## config.mk

```make
export PLATFORM = sky130hd
export DESIGN_NAME = csr_regs
export DESIGN_NICKNAME = d
export VERILOG_FILES = /design/src/design/csr_ctl_bit.v /design/src/design/csr_regs.v
export VERILOG_INCLUDE_DIRS = /design/src /design/src/design
export SDC_FILE = /design/constraint.sdc
export NUM_CORES = 1
export LEC_CHECK = 0
export BUFFER_PORTS_ARGS = -buffer_cell sky130_fd_sc_hd__buf_4
export CORE_MARGIN = 2
export CORE_UTILIZATION = 37
export DETAILED_ROUTE_END_ITERATION = 10
export GPL_TIMING_DRIVEN = 0
export PLACE_DENSITY = 0.91
export SKIP_CTS_REPAIR_TIMING = 1
export SYNTH_ARGS = -nofsm -noshare
export SYNTH_HDL_FRONTEND = slang
export SYNTH_SLANG_ARGS = --single-unit
```

## constraint.sdc

```tcl
create_clock -name i_clk -period 1.29 [get_ports i_clk]
set_input_delay 0.1935 -clock i_clk [delete_from_list [all_inputs] [get_ports i_clk]]
set_output_delay 0.1935 -clock i_clk [all_outputs]
set_load 0.01 [all_outputs]
```

## src/design/csr_defines.vh

```
/*
  shared constants of the charger status and control register pair.
  assumes inclusion by bare name from the design files under design/.
*/
`ifndef CSR_DEFINES_VH
`define CSR_DEFINES_VH

// ----------------------------------------------------------------------
// register offsets
// ----------------------------------------------------------------------
`define CSR_ADDR_W            8
`define CSR_OFS_STATE_REPORT  8'h00
`define CSR_OFS_PRIMARY_CTRL  8'h01

// ----------------------------------------------------------------------
// state report fields
// ----------------------------------------------------------------------
`define CSR_ST_CODE_HI        7
`define CSR_ST_CODE_LO        4
`define CSR_ST_BATFET         3
`define CSR_ST_RSVD           2
`define CSR_ST_STAT_SUM       1
`define CSR_ST_FAULT_SUM      0

// charge-mode codes
`define CSR_CODE_OFF          4'h0
`define CSR_CODE_WAIT         4'h1
`define CSR_CODE_SAFE         4'h2
`define CSR_CODE_PRE          4'h3
`define CSR_CODE_VOLT         4'h5
`define CSR_CODE_WEAK_WAIT    4'h8
`define CSR_CODE_WEAK_SAFE    4'h9
`define CSR_CODE_WEAK_CHG     4'hA
`define CSR_CODE_FAULT        4'hB
// boost-mode codes
`define CSR_CODE_OTG_SETUP    4'hC
`define CSR_CODE_OTG_UNCFG    4'hD
`define CSR_CODE_OTG_CFG      4'hF
`define CSR_CODE_OTG_FAULT    4'hF

// ----------------------------------------------------------------------
// primary control fields
// ----------------------------------------------------------------------
`define CSR_CT_REG_RESET      7
`define CSR_CT_CHARGE_ENABLE         6
`define CSR_CT_BOOST_EN       5
`define CSR_CT_FACTORY        4
`define CSR_CT_DERATE         3
`define CSR_CT_USB_CFG        2
`define CSR_CT_TMR_RESTART    1
`define CSR_CT_IRQ_MASK       0

`define CSR_CT_RESET_VAL      8'h55
`define CSR_CT_WRITE_MASK     8'h7F
`define CSR_CT_BOOST_CLR_MASK 8'h10
`define CSR_CT_CHG_CLR_MASK   8'h20
`define CSR_CT_TMR_CLR_MASK   8'h02
`define CSR_CT_SELF_CLR_MASK  8'h02
`define CSR_CT_PIN_SET_MASK   8'h20
`define CSR_ZERO8             8'h00

`endif

```

## src/design/csr_ctl_bit.v

```verilog
/*
  one control register bit with its own default and several clear,
  set and self-clear sources.
  assumes all inputs synchronous to i_clk.
*/
`timescale 1ns/1ps

module csr_ctl_bit
#(
  parameter RESET_VAL = 1'b0
)
(
  // clock and reset
  input  wire i_clk,
  input  wire i_nrst,
  // update sources
  input  wire i_to_default,
  input  wire i_set,
  input  wire i_wr,
  input  wire i_wdata,
  input  wire i_self_clr,
  // value
  output reg  o_value
);

  reg value_next;

  // ----------------------------------------------------------------------
  // next value: default, then set, then write, then self clear
  // ----------------------------------------------------------------------
  always @*
  begin
    value_next = o_value;
    if (i_to_default)
      value_next = RESET_VAL;
    else if (i_set)
      value_next = 1'b1;
    else if (i_wr)
      value_next = i_wdata;
    else if (i_self_clr)
      value_next = 1'b0;
  end

  always @(posedge i_clk)
  begin
    if (!i_nrst)
      o_value <= RESET_VAL;
    else
      o_value <= value_next;
  end

endmodule // csr_ctl_bit

```

## src/design/csr_regs.v

```verilog
/*
  status report and primary control registers of a switching battery
  charger, reached through the register port of the serial control bus.
  assumes the bus front end delivers one-cycle read and write strobes
  with address and data, and that the interrupt registers, the charge
  state machine and the power stage sit outside this block.
*/
// Overview of operation
// - state report bits 7..4 carry the charge state code
// - boost mode uses codes 1100, 1101 and upper codes in same field
// - state report bit 3 reads 1 when battery isolation switch present
// - bit 1 reads 1 when any status interrupt is flagged
// - bit 0 reads 1 when charger or boost interrupt flagged
// - writing 1 to control bit 7 restores all defaults; 0 ignored
// - control bit 6 default 1; clear halts charge or boost
// - control bit 5 requests boost; set by write or pin, cleared on charge
// - control bit 4 factory select, default 1, restored on boost entry
// - control bit 3 enables charge current derating at high temperature
// - control bit 2 default 1 selects bypass switch, 0 overcurrent guard
// - control bit 1 restarts safety timer, self clears, cleared on reset event
// - control bit 0 global interrupt mask, default 1, blocks all interrupts
// - factory mode active when factory pin equals factory select bit
// - interrupt bits clear on read, masked singly and by global mask
`timescale 1ns/1ps
`include "csr_defines.vh"

module csr_regs
#(
  parameter DATA_W = 8
)
(
  // clock and reset
  input  wire              i_clk,
  input  wire              i_nrst,
  // register port
  input  wire [7:0]        i_reg_addr,
  input  wire              i_reg_wr,
  input  wire              i_reg_rd,
  input  wire [DATA_W-1:0] i_reg_wdata,
  output reg  [DATA_W-1:0] o_reg_rdata,
  output reg               o_reg_rvalid,
  // device state in
  input  wire [3:0]        i_state_code,
  input  wire              i_batfet_present,
  input  wire              i_off_state,
  input  wire              i_boost_mode_entry,
  input  wire              i_charge_mode_entry,
  input  wire              i_timer_reset_event,
  input  wire              i_boost_pin_req,
  input  wire              i_factory_pin,
  // interrupt registers in
  input  wire [DATA_W-1:0] i_status_irq_reg,
  input  wire [DATA_W-1:0] i_charger_irq_reg_a,
  input  wire [DATA_W-1:0] i_charger_irq_reg_b,
  input  wire [DATA_W-1:0] i_boost_irq_reg,
  input  wire              i_irq_unmasked_pending,
  // controls out
  output wire              o_charge_enable,
  output wire              o_boost_enable,
  output wire              o_factory_select_bit,
  output wire              o_thermal_derate_enable,
  output wire              o_usb_port_cfg,
  output wire              o_irq_global_mask,
  output reg               o_factory_mode,
  output reg               o_timer_restart,
  output reg               o_regs_reset,
  output reg               o_irq_request
);

  // ----------------------------------------------------------------------
  // decode
  // ----------------------------------------------------------------------
  wire ctl_hit   = (i_reg_addr == `CSR_OFS_PRIMARY_CTRL);
  wire ctl_wr    = i_reg_wr & ctl_hit;
  // status report is read only, so its writes fall through here
  wire soft_rst  = ctl_wr & i_reg_wdata[`CSR_CT_REG_RESET];
  wire all_deflt = i_off_state | soft_rst;
  wire [DATA_W-1:0] ctl_value;

  // ----------------------------------------------------------------------
  // control bits
  // ----------------------------------------------------------------------
  genvar b;
  generate
    for (b = 0; b < DATA_W; b = b + 1)
    begin : g_ctl
      localparam [DATA_W-1:0] RST  = `CSR_CT_RESET_VAL;
      localparam [DATA_W-1:0] WMSK = `CSR_CT_WRITE_MASK;
      localparam [DATA_W-1:0] BMSK = `CSR_CT_BOOST_CLR_MASK;
      localparam [DATA_W-1:0] CMSK = `CSR_CT_CHG_CLR_MASK;
      localparam [DATA_W-1:0] TMSK = `CSR_CT_TMR_CLR_MASK;
      localparam [DATA_W-1:0] SMSK = `CSR_CT_SELF_CLR_MASK;
      localparam [DATA_W-1:0] PMSK = `CSR_CT_PIN_SET_MASK;
      csr_ctl_bit
      #(
        .RESET_VAL (RST[b])
      )
      u_bit
      (
        .i_clk        (i_clk),
        // boost entry, charge entry, timer event
        .i_to_default (all_deflt
                       | (BMSK[b] & i_boost_mode_entry)
                       | (CMSK[b] & i_charge_mode_entry)
                       | (TMSK[b] & i_timer_reset_event)),
        .i_nrst       (i_nrst),
        .i_set        (PMSK[b] & i_boost_pin_req),
        .i_wr         (WMSK[b] & ctl_wr),
        .i_wdata      (i_reg_wdata[b]),
        .i_self_clr   (SMSK[b] & ctl_value[b]),
        .o_value      (ctl_value[b])
      );
    end
  endgenerate

  assign o_charge_enable         = ctl_value[`CSR_CT_CHARGE_ENABLE];
  assign o_boost_enable          = ctl_value[`CSR_CT_BOOST_EN];
  assign o_factory_select_bit    = ctl_value[`CSR_CT_FACTORY];
  assign o_thermal_derate_enable = ctl_value[`CSR_CT_DERATE];
  assign o_usb_port_cfg          = ctl_value[`CSR_CT_USB_CFG];
  assign o_irq_global_mask       = ctl_value[`CSR_CT_IRQ_MASK];

  // ----------------------------------------------------------------------
  // state report
  // ----------------------------------------------------------------------
  reg [DATA_W-1:0] status_next;
  reg [DATA_W-1:0] rdata_next;

  always @*
  begin
    status_next = `CSR_ZERO8;
    status_next[`CSR_ST_CODE_HI:`CSR_ST_CODE_LO] = i_state_code;
    status_next[`CSR_ST_BATFET]    = i_batfet_present;
    status_next[`CSR_ST_STAT_SUM]  = |i_status_irq_reg;
    status_next[`CSR_ST_FAULT_SUM] = |{i_charger_irq_reg_a,
                                       i_charger_irq_reg_b,
                                       i_boost_irq_reg};
    case (i_reg_addr)
      `CSR_OFS_STATE_REPORT : rdata_next = status_next;
      `CSR_OFS_PRIMARY_CTRL : rdata_next = ctl_value;
      default               : rdata_next = `CSR_ZERO8;
    endcase
  end

  // ----------------------------------------------------------------------
  // read data, pulses and derived levels
  // ----------------------------------------------------------------------
  always @(posedge i_clk)
  begin
    if (!i_nrst)
    begin
      o_reg_rdata     <= `CSR_ZERO8;
      o_reg_rvalid    <= 1'b0;
      o_factory_mode  <= 1'b0;
      o_timer_restart <= 1'b0;
      o_regs_reset    <= 1'b0;
      o_irq_request   <= 1'b0;
    end
    else
    begin
      o_reg_rvalid    <= i_reg_rd;
      if (i_reg_rd)
        o_reg_rdata   <= rdata_next;
      // xnor: pin and bit agree means factory mode
      o_factory_mode  <= ~(i_factory_pin ^ ctl_value[`CSR_CT_FACTORY]);
      // reg reset wins, so a write that also restarts does not pulse
      o_timer_restart <= ctl_wr & ~soft_rst
                         & i_reg_wdata[`CSR_CT_TMR_RESTART];
      o_regs_reset    <= soft_rst;
      // pending is already per-bit masked; clear-on-read lives with the flags
      o_irq_request   <= i_irq_unmasked_pending
                         & ~ctl_value[`CSR_CT_IRQ_MASK];
    end
  end

endmodule // csr_regs

```

# --- Word level (Yosys, flattened, before mapping) ---
# Index checks and enable logic that the tools add are counted.
classes:
  n_eq_ne: 1
  n_reduce_logical: 8
  bitwise: 15
  mux: 3
ops:
  columns: ["operator", "count"]
  rows:
  - ["$reduce_or A24 Y1", 1]
  - ["$pmux W8 S2", 1]
  - ["$eq A8 B1 Y1 const B", 1]
  - ["$logic_not A8 Y1", 1]
  - ["$reduce_or A8 Y1", 1]
  - ["$reduce_or A2 Y1", 3]
  - ["$and A1 B1 Y1", 5]
  - ["$not A1 Y1", 5]
  - ["$or A1 B1 Y1", 4]
  - ["$reduce_or A3 Y1", 1]
  - ["$mux W1", 2]
  - ["$reduce_bool A2 Y1", 1]
  - ["$xor A1 B1 Y1", 1]
totals:
  inputBits: 64
  ff_bits: 20
  wordCells: 40

# --- Logic depth before layout (Yosys ltp) ---
depth:
  word_depth: 6
  depth_mapped: 5

# --- By module ---
# From an unflattened synthesis, not the netlist that was laid out.
hier_totals:
  cells_unflattened: 110
  hier_area_um2: 965.9
by_module_without_submodules:
  columns: ["mod", "area_per_inst_um2", "cells_per_inst", "n_inst", "seq_area_each_um2"]
  rows:
  - ["csr_regs", 615.6, 70, 1, 260.2]
  - ["csr_ctl_bit (g_ctl[1].u_bit ...)", 45.0, 5, 4, 20.0]
  - ["csr_ctl_bit (g_ctl[0].u_bit ...)", 42.5, 5, 4, 20.0]

# --- Least setup slack after synthesis ---
# No wires, ideal clock.
synth_path:
  kind: "input-to-reg"
  start: "in i_reg_addr[5]"
  end: "reg g_ctl[5].u_bit.o_value"
  cell_stages: 5
  arrival_time_ns: 1.032
  t_required_ns: 1.169
  setup_slack_ns: 0.137
  setup_ns: 0.121
  path_cell_list: "nor4_4 and4_1 buf_6 a211o_1 nor3_2"
synth_via:
  elab_chain_cells: 6
  elab_cells_between_ends: 7
synth_lines:
  columns: ["element", "line_no", "text"]
  rows:
  - ["from (decl)", "csr_regs.v:36", "input wire [7:0] i_reg_addr,"]
  - ["$eq A8 B1 Y1 (*)", null, null]
  - ["$and A1 B1 Y1 (*)", "csr_regs.v:74", "wire ctl_wr = i_reg_wr & ctl_hit;"]
  - ["$and A1 B1 Y1", "csr_regs.v:76", "wire soft_rst = ctl_wr & i_reg_wdata[`CSR_CT_REG_RESET];"]
  - ["$or A1 B1 Y1", "csr_regs.v:77", "wire all_deflt = i_off_state | soft_rst;"]
  - ["$or A1 B1 Y1", "csr_regs.v:104", "| (CMSK[b] & i_charge_mode_entry)"]
  - ["$reduce_or A2 Y1 (no source line)", null, null]
  - ["to (signal assigned)", "csr_ctl_bit.v:49", "o_value <= value_next;"]
  - ["to (decl)", "csr_ctl_bit.v:23", "output reg o_value"]
# Mark *: on every way between the ends. The rest lies on a longest branch, timed or not.
# A chain may end at the register's enable or synchronous reset.

# --- Worst setup path in the final report ---
layout_path:
  start: "in i_reg_addr[5]"
  end: "reg g_ctl[4].u_bit.o_value"
layout_via:
  elab_chain_cells: 6
layout_lines:
  columns: ["element", "line_no", "text"]
  rows:
  - ["$eq A8 B1 Y1 (*)", null, null]
  - ["$and A1 B1 Y1 (*)", "csr_regs.v:74", null]
  - ["$and A1 B1 Y1", "csr_regs.v:76", null]
  - ["$or A1 B1 Y1", "csr_regs.v:77", null]
  - ["$or A1 B1 Y1", "csr_regs.v:103", "| (BMSK[b] & i_boost_mode_entry)"]
  - ["$reduce_or A2 Y1 (no source line)", null, null]
  - ["to (signal assigned)", "csr_ctl_bit.v:49", null]
  - ["to (decl)", "csr_ctl_bit.v:23", null]
# Marked as above.

==> results.yml <==
global_routing:
  grt_util_all_layers_pct: 20.4
  grt_pass1_wl_um: 4260
  overflow: 0
  grt_start_max_net_pins: 12
  antenna_found_initial: 0
  grt_pass1_vias: 990
placement:
  placed_cell_area_mm2: 0.00158
  dp_hpwl_um: 2540
  dp_cells: 211
  dp_slack_ns: -0.166
  routabilityCongestion: 0.706
  numPortBuffers: 81
route:
  drc: 0
  highest_layer: "met4"
  wire_per_inst_um: 14.6
  via_per_inst: 5.13
  route.met2.wl_um: 1710
  drtAntennaViolNets: 0
  firstDrtPassIters: 4
  drtIter0Drc: 20
  routed-via-count: 1108
  wl_met3_um: 352
  wl_met1_um: 1060
  wl_um: 3160
cts:
  cts_made_buffers: 3
  clk_path_buf_depth: 2
  clk_pin_slew_ns: 0.11
  cts_tree: "done"
  htreeDepth: 1
  cts.sinks: 20
  clockRootBuffer: "clkbuf_4"
  clk_latency_ns: 0.30
sta:
  rsz0062_at_grt: "false"
  fin_worst_skew_ns: 0.00200
  final_max_slew_viol_count: 0
  finalSetupViolations: 0
  max_freq_mhz: 873
  post-route-min-period_ns: 1.15
  worst_slack_ns: 0.144
  hold_viol: 0
  slew_headroom_pct: 75.0
  worstMarginPinSlew_ns: 0.376
  period_share_pct: 88.8
  fin_tns_setup_ns: 0
setup_path:
  setup.worst_path.class: "in -> reg"
  arrival_ns: 1.34
  endpoint_kind: "flip-flop"
  critPathRequiredTime_ns: 1.49
  worstPathMaxFanout: 6
  worstSetupStartpointType: "input pin"
die:
  num_rows: 18
  ios: 83
  die_x_um: 54.2
  start_util_pct: 38.4
  design.core.area_mm2: 0.00243
  die-area_mm2: 0.00294
  die_h_um: 54.2
yosys:
  synth_nets: 164
  synth_edf_count: 0
  synthArstFlopShare_pct: 0
  ys_ff_latch: 20
  syn_inst: 100
  ys.flop_type: "dfxtp_1"
  avgSynthCellArea_um2: 9.33
  synth_area_um2: 933
  yosysSeqAreaShare_pct: 42.9
  yosys.cell_types.count: 33
  ys_warn_count: 0
job:
  maxCapViolCount: 0
finish:
  stdcell_area_mm2: 0.00162
  syn2layout_area_growth_pct: 73.9
  final_common_cell: "buf_4"
  instances_no_fill: 216
  antenna_cells: 0
  most-common-layout-cells: "82 x buf_4, 20 x dfxtp_1, 8 x nor2_1, 8 x nor3_1, 7 x nor4_1"
  drive_above_1_share_pct: 51.1
  finalNetCount: 251
power_and_ir_drop:
  total_power_w: 0.00122
  p_per_area_mw_per_mm2: 753
  p_leak_nw: 0.754
  ir_worst_vdd_mv: 0.516
min_path:
  min_path_type: "in -> reg"
outcome:
  status: "completed"
-- synth_stat cells, drive strengths merged (3+ instances only) --
master / instances / share of area (%)
nand3b: 3 / 3.8
nand2: 5 / 2.0
nor2: 8 / 3.2
o2bb2ai: 4 / 3.8
nand3: 3 / 1.6
buf: 3 / 2.1
and2: 6 / 4.0
nor3: 10 / 6.4
nor4: 8 / 7.0
dfxtp: 20 / 43
mux2i: 5 / 5.4
o21ai: 6 / 3.2
-- power by group --
part / leakage [nW] / internal (W) / switching (W) / total, W
clock: 0.0210 / 0.000172 / 0.000192 / 0.000364
sequential: 0.162 / 0.000623 / 0.00000300 / 0.000626
combinational: 0.571 / 0.000152 / 0.0000782 / 0.000231
-- cell type report --
type | instances | area [um2]
inverter | 1 | 3.75
buffer | 4 | 23.8
tap | 30 | 37.5
fill | 187 | 810
timing repair buffer | 82 | 616
clock buffer | 4 | 36.3
multi-input combinational | 75 | 505
sequential | 20 | 400
-- per-stage QoR --
stage          util (%)  hold WS, ns
2_1_floorplan         -        0.271
3_3_place_gp       64.9        0.369
3_5_place_dp       64.9        0.371
4_1_cts            66.4       0.0407
5_1_grt            66.7       0.0397
6_report           66.7       0.0435
-- worst paths after layout --
kind / from / to / slack (ns) / depth (start not counted)
min reg2reg: o_reg_rdata[7]$_SDFFE_PN0P_ / o_reg_rdata[7]$_SDFFE_PN0P_ / 0.49 / 2
min: i_timer_reset_event / g_ctl[1].u_bit.o_value$_SDFF_PP0_ / 0.04 / 2
max reg2reg: g_ctl[0].u_bit.o_value$_SDFFE_PP1N_ / o_reg_rdata[0]$_SDFFE_PN0P_ / 0.43 / 3
max: i_reg_addr[5] / g_ctl[4].u_bit.o_value$_SDFFE_PP1N_ / 0.14 / 6
-- state kept, by name, summed over array words and instances, names as in the netlist --
name and cells:
g_ctl.u_bit.o_value 7, o_factory_mode 1, o_irq_request 1, o_reg_rdata 8, o_reg_rvalid 1, o_regs_reset 1, o_timer_restart 1
-- layer usage --
layer	global-route usage (%)	vias to the layer above
met2	41.2	58
met4	5.00	0
li1	-	540
met5	0	-
met1	20.0	504
met3	5.74	6
-- kinds of logic after synthesis --
kind of cell | Yosys count | share of synthesized area [%]
buffers and inverters | 5 | 2.95
AO/OA/AOI/OAI | 15 | 11.3
XOR/XNOR | 1 | 0.939
multiplexers | 5 | 5.36
AND/OR/NAND/NOR | 54 | 36.6
flip-flops | 20 | 42.9
-- worst max-delay path, stage by stage --
cell and delay [ns]:
buf_4 0.12, nor4_4 0.36, nand4_1 0.18, buf_4 0.20, nor3_1 0.20, o21ai_1 0.09
No activity file was read; power rests on OpenSTA's default activity.
